File: src/mcepwm_pkg.sv
// Constants shared by the multi-channel edge PWM block: register map, field layout, reset values.
// Assumes a 32-bit APB register bus; every register takes one aligned word.
package mcepwm_pkg;

    // ------------------------------------------------------------------
    // Sizes
    // ------------------------------------------------------------------
    localparam int NUM_MATCH  = 7;
    localparam int NUM_OUT    = 6;
    localparam int ADDR_W     = 8;

    // ------------------------------------------------------------------
    // Register byte addresses
    // ------------------------------------------------------------------
    localparam logic [7:0] ADDR_STATUS   = 8'h00;
    localparam logic [7:0] ADDR_CTRL     = 8'h04;
    localparam logic [7:0] ADDR_COUNT    = 8'h08;
    localparam logic [7:0] ADDR_PRESCALE = 8'h0c;
    localparam logic [7:0] ADDR_PRECOUNT = 8'h10;
    localparam logic [7:0] ADDR_MATCHCTL = 8'h14;
    localparam logic [7:0] ADDR_PWMCTL   = 8'h18;
    localparam logic [7:0] ADDR_RELEASE  = 8'h1c;
    localparam logic [7:0] ADDR_INTMASK  = 8'h20;
    localparam logic [7:0] ADDR_MATCH0   = 8'h40;

    // ------------------------------------------------------------------
    // Control register fields
    // ------------------------------------------------------------------
    localparam int CTRL_RUN   = 0;
    localparam int CTRL_CLEAR = 1;
    localparam int CTRL_PWMEN = 3;

    // Match control: three bits per match register
    localparam int MC_INT   = 0;
    localparam int MC_RESET = 1;
    localparam int MC_STOP  = 2;

    // PWM control: bits 2..6 select double edge for outputs 2..6, bits 9..14 enable outputs 1..6
    localparam int PC_DBL_LSB = 2;
    localparam int PC_EN_LSB  = 9;

    // ------------------------------------------------------------------
    // Reset values
    // ------------------------------------------------------------------
    localparam logic [31:0] RST_WORD = 32'h0000_0000;

endpackage

File: src/mcepwm_output.sv
// One PWM output channel: edge selection for single or double edge control.
// Assumes match pulses from the shared counter arrive as one-cycle strobes.
`timescale 1ns/1ps
module mcepwm_output (
    // Clock and reset
    input  wire logic clk_sys,
    input  wire logic rst,
    // Control
    input  wire logic enable,
    input  wire logic doubleEdge,
    // Match strobes
    input  wire logic cycleHit,
    input  wire logic setHit,
    input  wire logic ownHit,
    // Output
    output logic      pwmOut
);
    logic outFf;
    logic nxtOut;
    logic setEv;
    logic clrEv;

    // Single edge: rises at cycle start, falls at own match.
    // Double edge: rises at previous match, falls at own match; order decides polarity.
    assign setEv = doubleEdge ? setHit : cycleHit;
    assign clrEv = ownHit;
    // Clear wins so a zero-width setting gives a constant low output
    assign nxtOut = clrEv ? 1'b0 : (setEv ? 1'b1 : outFf);

    always_ff @(posedge clk_sys) begin
        if (rst) begin
            outFf <= 1'b0;
        end else begin
            outFf <= nxtOut;
        end
    end

    assign pwmOut = enable & outFf;
endmodule

File: src/mcepwm_top.sv
// Multi-channel edge PWM with a prescaled 32-bit timer and seven match registers.
// Assumes an APB master on clk_sys; outputs drive external loads directly.
//
// How it works
// - Count bus clocks and compare against seven match registers for actions and outputs.
// - Cycle match register zero resets the counter, setting the shared period.
// - A single-edge output falls at its own dedicated match register count.
// - Single-edge outputs go high at every cycle match unless constantly low.
// - Double-edge outputs rise at one match register and fall at another.
// - Rise before fall gives a positive pulse, fall first a negative pulse.
// - Six single-edge, five double-edge (outputs 2..6), or any mixture of outputs.
// - Each match may run on, stop, or reset the counter, optionally interrupting.
// - Period and width are any whole counts; all outputs share one rate.
// - In PWM mode new match values wait for software release, then apply glitch-free; with PWM mode off they apply at once.
// - With PWM mode off the block is an ordinary timer with matches.
// - 32-bit counter advances only after a programmable 32-bit prescaler.
//
// Chosen here: the APB slave port and the register offsets.
`timescale 1ns/1ps
module mcepwm_top (
    // Clock and reset
    input  wire logic        clk_sys,
    input  wire logic        rst,
    // APB slave
    input  wire logic        psel,
    input  wire logic        penable,
    input  wire logic        pwrite,
    input  wire logic [7:0]  paddr,
    input  wire logic [31:0] pwdata,
    output logic             pready,
    output logic [31:0]      prdata,
    output logic             pslverr,
    // PWM outputs 1..6
    output logic [5:0]       pwmOut,
    // Interrupt
    output logic             irq
);
    localparam int NM = mcepwm_pkg::NUM_MATCH;

    // ------------------------------------------------------------------
    // Bus decode
    // ------------------------------------------------------------------
    logic        wrStb;
    logic        rdStb;
    logic        inMatch;
    logic [2:0]  matchIdx;
    assign wrStb    = psel & penable & pwrite;
    assign rdStb    = psel & penable & ~pwrite;
    assign inMatch  = (paddr >= mcepwm_pkg::ADDR_MATCH0) && (paddr < mcepwm_pkg::ADDR_MATCH0 + 8'(4 * NM)) &&
                      (paddr[1:0] == 2'b00);
    assign matchIdx = 3'((paddr - mcepwm_pkg::ADDR_MATCH0) >> 2);

    function automatic logic hitAddr(input logic [7:0] a, input logic [7:0] r);
        hitAddr = (a == r);
    endfunction

    // ------------------------------------------------------------------
    // Registers
    // ------------------------------------------------------------------
    logic [31:0] ctrlFf;
    logic [31:0] prescaleFf;
    logic [31:0] preCountFf;
    logic [31:0] countFf;
    logic [20:0] matchCtlFf;
    logic [14:0] pwmCtlFf;
    logic [6:0]  releaseFf;
    logic [6:0]  statusFf;
    logic [6:0]  intMaskFf;
    logic [31:0] shadowFf [NM];
    logic [31:0] activeFf [NM];

    logic [31:0] nxtCount;
    logic [31:0] nxtPreCount;
    logic [6:0]  nxtStatus;
    logic [6:0]  nxtRelease;
    logic [31:0] nxtCtrl;

    // ------------------------------------------------------------------
    // Prescaler and counter
    // ------------------------------------------------------------------
    logic        running;
    logic        pwmMode;
    logic        tick;
    logic [6:0]  hit;
    logic [6:0]  hitStb;
    logic        anyReset;
    logic        anyStop;
    logic        cycleHit;
    logic [6:0]  intSel;
    logic [6:0]  resetSel;
    logic [6:0]  stopSel;

    assign running = ctrlFf[mcepwm_pkg::CTRL_RUN] & ~ctrlFf[mcepwm_pkg::CTRL_CLEAR];
    assign pwmMode = ctrlFf[mcepwm_pkg::CTRL_PWMEN];
    // A prescale value lowered below the running count still ticks at once, no 2^32 stall
    assign tick    = running && (preCountFf >= prescaleFf);

    genvar gi;
    generate
        for (gi = 0; gi < NM; gi++) begin : gMatch
            // A match fires once, on the tick that leaves the matching count
            assign hit[gi]    = (countFf == activeFf[gi]);
            assign hitStb[gi] = hit[gi] & tick;
            assign intSel[gi]   = matchCtlFf[3 * gi + mcepwm_pkg::MC_INT];
            assign resetSel[gi] = matchCtlFf[3 * gi + mcepwm_pkg::MC_RESET];
            assign stopSel[gi]  = matchCtlFf[3 * gi + mcepwm_pkg::MC_STOP];
        end
    endgenerate

    // In PWM mode match zero always resets the count
    assign anyReset = |(hitStb & resetSel) | (pwmMode & hitStb[0]);
    assign anyStop  = |(hitStb & stopSel);
    assign cycleHit = hitStb[0];

    assign nxtPreCount = (!running || tick) ? 32'h0000_0000 : preCountFf + 32'h0000_0001;
    // A stop match freezes the count on the matched value instead of stepping past it
    assign nxtCount    = ctrlFf[mcepwm_pkg::CTRL_CLEAR] ? 32'h0000_0000 :
                         anyReset ? 32'h0000_0000 :
                         anyStop ? countFf :
                         tick ? countFf + 32'h0000_0001 : countFf;

    assign nxtCtrl = (wrStb && hitAddr(paddr, mcepwm_pkg::ADDR_CTRL)) ? pwdata :
                     anyStop ? (ctrlFf & ~(32'h0000_0001 << mcepwm_pkg::CTRL_RUN)) : ctrlFf;

    // ------------------------------------------------------------------
    // Interrupt status: set wins over read-clear
    // ------------------------------------------------------------------
    logic [6:0] intEv;
    logic       rdStatus;
    assign intEv = hitStb & intSel;
    assign rdStatus  = rdStb && hitAddr(paddr, mcepwm_pkg::ADDR_STATUS);
    assign nxtStatus = (rdStatus ? 7'h00 : statusFf) | intEv;
    assign irq       = |(statusFf & intMaskFf);

    // ------------------------------------------------------------------
    // Shadow release: held until the cycle match, or taken at once as a plain timer
    // ------------------------------------------------------------------
    logic applyNow;
    assign applyNow   = pwmMode ? cycleHit : 1'b1;
    assign nxtRelease = applyNow ? 7'h00 :
                        (releaseFf | ((wrStb && hitAddr(paddr, mcepwm_pkg::ADDR_RELEASE)) ? pwdata[6:0] : 7'h00));

    always_ff @(posedge clk_sys) begin
        if (rst) begin
            ctrlFf     <= mcepwm_pkg::RST_WORD;
            prescaleFf <= mcepwm_pkg::RST_WORD;
            preCountFf <= mcepwm_pkg::RST_WORD;
            countFf    <= mcepwm_pkg::RST_WORD;
            matchCtlFf <= 21'h000000;
            pwmCtlFf   <= 15'h0000;
            releaseFf  <= 7'h00;
            statusFf   <= 7'h00;
            intMaskFf  <= 7'h00;
        end else begin
            ctrlFf     <= nxtCtrl;
            preCountFf <= nxtPreCount;
            countFf    <= nxtCount;
            releaseFf  <= nxtRelease;
            statusFf   <= nxtStatus;
            if (wrStb && hitAddr(paddr, mcepwm_pkg::ADDR_PRESCALE)) begin
                prescaleFf <= pwdata;
            end
            if (wrStb && hitAddr(paddr, mcepwm_pkg::ADDR_MATCHCTL)) begin
                matchCtlFf <= pwdata[20:0];
            end
            if (wrStb && hitAddr(paddr, mcepwm_pkg::ADDR_PWMCTL)) begin
                pwmCtlFf <= pwdata[14:0];
            end
            if (wrStb && hitAddr(paddr, mcepwm_pkg::ADDR_INTMASK)) begin
                intMaskFf <= pwdata[6:0];
            end
        end
    end

    generate
        for (gi = 0; gi < NM; gi++) begin : gShadow
            logic pend;
            // Pending release bits include one written in this same cycle
            assign pend = releaseFf[gi] |
                          (wrStb && hitAddr(paddr, mcepwm_pkg::ADDR_RELEASE) && pwdata[gi]);
            always_ff @(posedge clk_sys) begin
                if (rst) begin
                    shadowFf[gi] <= mcepwm_pkg::RST_WORD;
                    activeFf[gi] <= mcepwm_pkg::RST_WORD;
                end else begin
                    if (wrStb && inMatch && (matchIdx == 3'(gi))) begin
                        shadowFf[gi] <= pwdata;
                    end
                    if (applyNow && (pend || !pwmMode)) begin
                        activeFf[gi] <= shadowFf[gi];
                    end
                end
            end
        end
    endgenerate

    // ------------------------------------------------------------------
    // Output channels
    // ------------------------------------------------------------------
    generate
        for (gi = 1; gi <= mcepwm_pkg::NUM_OUT; gi++) begin : gOut
            logic dbl;
            // Output 1 has no lower match to rise from, so it is single edge only
            if (gi == 1) begin : gSingle
                assign dbl = 1'b0;
            end else begin : gDual
                assign dbl = pwmCtlFf[mcepwm_pkg::PC_DBL_LSB + gi - 2];
            end
            mcepwm_output uOut (
                .clk_sys    (clk_sys),
                .rst        (rst),
                .enable     (pwmCtlFf[mcepwm_pkg::PC_EN_LSB + gi - 1] & pwmMode),
                .doubleEdge (dbl),
                .cycleHit   (cycleHit),
                .setHit     (hitStb[gi - 1]),
                .ownHit     (hitStb[gi]),
                .pwmOut     (pwmOut[gi - 1])
            );
        end
    endgenerate

    // ------------------------------------------------------------------
    // Read mux, answered with no wait states
    // ------------------------------------------------------------------
    logic [31:0] rdMux;
    assign rdMux = inMatch ? shadowFf[matchIdx] :
                   hitAddr(paddr, mcepwm_pkg::ADDR_STATUS)   ? {25'h0, statusFf}   :
                   hitAddr(paddr, mcepwm_pkg::ADDR_CTRL)     ? ctrlFf              :
                   hitAddr(paddr, mcepwm_pkg::ADDR_COUNT)    ? countFf             :
                   hitAddr(paddr, mcepwm_pkg::ADDR_PRESCALE) ? prescaleFf          :
                   hitAddr(paddr, mcepwm_pkg::ADDR_PRECOUNT) ? preCountFf          :
                   hitAddr(paddr, mcepwm_pkg::ADDR_MATCHCTL) ? {11'h0, matchCtlFf} :
                   hitAddr(paddr, mcepwm_pkg::ADDR_PWMCTL)   ? {17'h0, pwmCtlFf}   :
                   hitAddr(paddr, mcepwm_pkg::ADDR_RELEASE)  ? {25'h0, releaseFf}  :
                   hitAddr(paddr, mcepwm_pkg::ADDR_INTMASK)  ? {25'h0, intMaskFf}  : 32'h0000_0000;
    assign prdata  = rdStb ? rdMux : 32'h0000_0000;
    assign pready  = 1'b1;
    assign pslverr = 1'b0;
endmodule

File: config.mk
export PLATFORM = sky130hd
export DESIGN_NAME = mcepwm_top
export DESIGN_NICKNAME = d
export VERILOG_FILES = /design/src/mcepwm_pkg.sv /design/src/mcepwm_output.sv /design/src/mcepwm_top.sv
export SDC_FILE = /design/constraint.sdc
export NUM_CORES = 1
export LEC_CHECK = 0
export BUFFER_PORTS_ARGS = -buffer_cell sky130_fd_sc_hd__buf_4
export CELL_PAD_IN_SITES_DETAIL_PLACEMENT = 0
export CELL_PAD_IN_SITES_GLOBAL_PLACEMENT = 2
export CORE_ASPECT_RATIO = 1.25
export CORE_MARGIN = 4
export CORE_UTILIZATION = 38
export CTS_CLUSTER_DIAMETER = 80
export DETAILED_ROUTE_END_ITERATION = 8
export PLACE_DENSITY = 0.78
export SYNTH_ARGS = -nofsm -noshare
export SYNTH_HDL_FRONTEND = slang
export SYNTH_SLANG_ARGS = --single-unit
File: constraint.sdc
create_clock -name clk_sys -period 4.1 [get_ports clk_sys]
set_input_delay 0.205 -clock clk_sys [delete_from_list [all_inputs] [get_ports clk_sys]]
set_output_delay 0.205 -clock clk_sys [all_outputs]
set_load 0.01 [all_outputs]
==> results.py <==
metrics = {
    "run_status": {
        "outcome": "completed",
    },
    "global_routing": {
        "grt_pass1_wl_mm": 161,
        "grt_pass1_vias": 22400,
        "antenna_found_initial": 4,
        "overflow": 0,
        "grt_max_degree": 100,
        "track_usage": 0.256,
    },
    "synthesis": {
        "synth_top_area_share": 0.435,
        "synthTopCellsByCount": "456 x and2_1, 448 x edfxtp_1, 302 x nand2_1, 229 x a21oi_1, 191 x dfxtp_1",
        "async_flop_share": 0,
        "synth_top_family_by_area": "simple AND/OR/NAND/NOR gates",
        "netlist_instances": 2815,
        "muxShareOfSynthArea": 0.0447,
        "yosys_register_bits": 639,
        "synth_area_sq_mm": 0.0309,
        "yosysWarnings": 0,
        "synth_area_leaders": "edfxtp_1 44%, dfxtp_1 12%, and2_1 9.2%",
        "synth_cell_types": 55,
        "synth_most_common_cell": "and2_1",
        "seq_area_frac_synth": 0.559,
        "yosysTopAreaCell": "edfxtp_1",
        "synth_ff_type": "edfxtp_1",
        "syn-num-nets": 2894,
        "avgSynthCellArea_sq_um": 11.0,
        "synth_edf_count": 448,
        "yosys.area_share.xor_xnor": 0.0711,
        "synthSimpleGateAreaFrac": 0.192,
        "synth_fa_ha_area_frac": 0.0138,
        "synth_compound_area_frac": 0.0813,
    },
    "sta": {
        "rsz0062_at_grt": "false",
        "tns_ns": 0,
        "tightest_slew_ns": 1.09,
        "finalClockSkew_ns": 0.0505,
        "slew_headroom": 0.269,
        "fin_crit_sh": 0.919,
        "min_period_ns": 3.77,
        "fin_ws_ns": 0.334,
        "setup_viol": 0,
        "fmax_mhz": 266,
        "hold_viol_final": 0,
        "slew_viol_final": 0,
    },
    "final_layout": {
        "layout-drive-gt1-share": 0.119,
        "nets": 2962,
        "final_util": 0.443,
        "stdcell_count": 4000,
        "antennaDiodeCount": 0,
        "area.growth.synth_to_final_pct": 15.2,
    },
    "placement": {
        "pre_cts_ws_ns": -0.0518,
        "port-buffer-count": 83,
        "dp_hpwl_mm": 80.5,
        "routabilityCongestion": 0.988,
        "place_inst": 3843,
    },
    "routing": {
        "vias": 22600,
        "drc": 0,
        "met3_length_mm": 7.76,
        "topRoutingLayerUsed": "met4",
        "routed_wl_mm": 113,
        "drtIter0Drc": 2602,
        "routedWlPerCell_um": 28.3,
        "first_pass_iters": 9,
        "wl_met2_mm": 55.4,
        "viasPerCell": 5.66,
        "antenna_left": 0,
        "met1Wirelength_mm": 43.2,
    },
    "worst_setup_path": {
        "path_cells": "inv_1 -> ha_1 -> nand2_1 -> o21ai_0 -> a41oi_1 -> o21ai_1 -> a31oi_2 -> or4_1 -> a21oi_4 -> buf_12 -> and2_1",
        "r2r_setup_slack_ns": 0.33,
        "critPathArrivalTime_ns": 4.24,
        "worstReg2RegEnd": "activeFf[6][28]$_SDFFCE_PN0P_",
        "slowest_stage": "or4_1",
        "cpPeakStageDelay_ns": 0.76,
        "critPathKind": "reg -> reg",
        "cpLargestDelayFamily": "compound AO/OA/AOI/OAI gates",
        "ff2ff_path_depth": 11,
        "cp-end-kind": "register",
        "crit_required_ns": 4.57,
        "path_max_fanout": 32,
        "crit_buf_inv": 2,
        "start_kind": "register",
        "timing.rr.start": "prescaleFf[2]$_SDFFE_PP0P_",
    },
    "floorplan": {
        "initial_core_util": 0.384,
        "die_w_um": 263,
        "rows": 116,
        "io_pins": 86,
        "die-height_um": 327,
        "die-area_sq_mm": 0.0860,
        "coreArea_sq_mm": 0.0804,
    },
    "clock_network": {
        "cts.sink_count": 639,
        "clk_path_buf_depth": 3,
        "path_clk_slew_ns": 0.06,
        "clk-insertion-delay-late_ns": 0.64,
        "cts_setup_buffers": 0,
        "htree_levels": 3,
        "cts.root.buffer_cell": "clkbuf_16",
        "numCtsBuffers": 68,
        "cts_tree": "built",
    },
    "min_path": {
        "worstHoldStart": "rst",
        "min_path_cells": 3,
        "whs_endpoint": "statusFf[2]$_SDFF_PP0_",
        "hp-class": "in -> reg",
    },
    "power_and_ir_drop": {
        "power.leakage_nw": 13.1,
        "ir_drop_v": 0.000288,
        "p_per_area_mw_per_mm2": 413,
    },
    "flow_run": {
        "maxCapViolations": 0,
    },
}
-- worst reg2reg max path: cells and delay by family (launching register included) --
kind	cells	cell delay (ns)
compound gates	5	1.61
simple gates	3	1.04
flops	1	0.40
buf+inv	2	0.29
fa+ha+maj	1	0.29
-- cell type report --
type                       count  area, sq um
fill                        7582        44800
sequential                   639        17300
multi-input combinational   1922        12600
clock buffer                  91         1950
timing repair buffer         209         1870
tap                         1062         1330
clock inverter                34          397
inverter                      43          161
-- kinds of logic after synthesis --
kind of cell | after synthesis
compound gates | 424
xor+xnor | 250
fa+ha+maj | 34
buf+inv | 254
flops | 639
mux | 98
other cells | 2
simple gates | 1114
-- placed cells by master, fill, tap and decap left out, drive strengths merged, types with 32 or more instances in the layout --
cell         synthesis  final
o21ai               70     70
or4                 35     35
xor2               148    148
ha                  34     34
buf                 74    177
nor2               129    129
nor4                43     43
dlygate4sd3          0     32
and2               456    456
inv                 43     45
xnor2              102    102
a21oi              229    229
dfxtp              191    191
mux4                32     32
clkbuf             137     91
edfxtp             448    448
mux2i               66     66
nand2              302    302
nand4               51     51
-- per-layer routing --
metal / up-vias / track usage
met5: - / 0
met4: 0 / 0.137
met3: 228 / 0.0289
met2: 1017 / 0.438
met1: 11300 / 0.319
li1: 10100 / -
-- what timing repair did --
| item | 4_1_cts | 5_1_grt |
|---|---|---|
| hold endpoints to repair | 244 | 0 |
| endpoints found under the setup margin | 25 | 0 |
| hold buffers | 32 | 0 |
| gates resized for setup | 1 | 0 |
-- where the power goes --
part	total, mW	internal, mW	switching, mW
Sequential	7.28	7.13	0.152
Combinational	0.851	0.312	0.539
Clock	6.55	3.86	2.70
-- registers in the layout, indices dropped and copies added, names as in the netlist, 7 cells and up --
register,flops
activeFf,224
countFf,32
ctrlFf,32
intMaskFf,7
matchCtlFf,21
preCountFf,32
prescaleFf,32
pwmCtlFf,15
releaseFf,7
shadowFf,224
statusFf,7
-- per-stage QoR --
stage               power (mW)  instance area, sq um  hold WS, ns
finish                    14.7                 35600        0.280
global route              15.0                 35600        0.293
CTS                       14.7                 35600        0.241
detailed placement        8.23                 32900        0.446
global placement          8.23                 32900        0.442
floorplan                 7.78                 30900        0.341
-- how the worst max path moves through the flow --
| stage | endpoint | startpoint | cells past startpoint |
|---|---|---|---|
| global placement | activeFf[6][6]$_SDFFCE_PN0P_ | preCountFf[2]$_SDFF_PP0_ | 10 |
| detailed placement | activeFf[6][6]$_SDFFCE_PN0P_ | preCountFf[2]$_SDFF_PP0_ | 10 |
| finish | activeFf[6][28]$_SDFFCE_PN0P_ | prescaleFf[2]$_SDFFE_PP0P_ | 11 |
| global route | activeFf[6][2]$_SDFFCE_PN0P_ | prescaleFf[2]$_SDFFE_PP0P_ | 11 |
| floorplan | shadowFf[1][0]$_SDFFCE_PN0P_ | paddr[7] | 5 |
| CTS | activeFf[6][6]$_SDFFCE_PN0P_ | prescaleFf[2]$_SDFFE_PP0P_ | 11 |
Power figures use the tool's default switching activity.
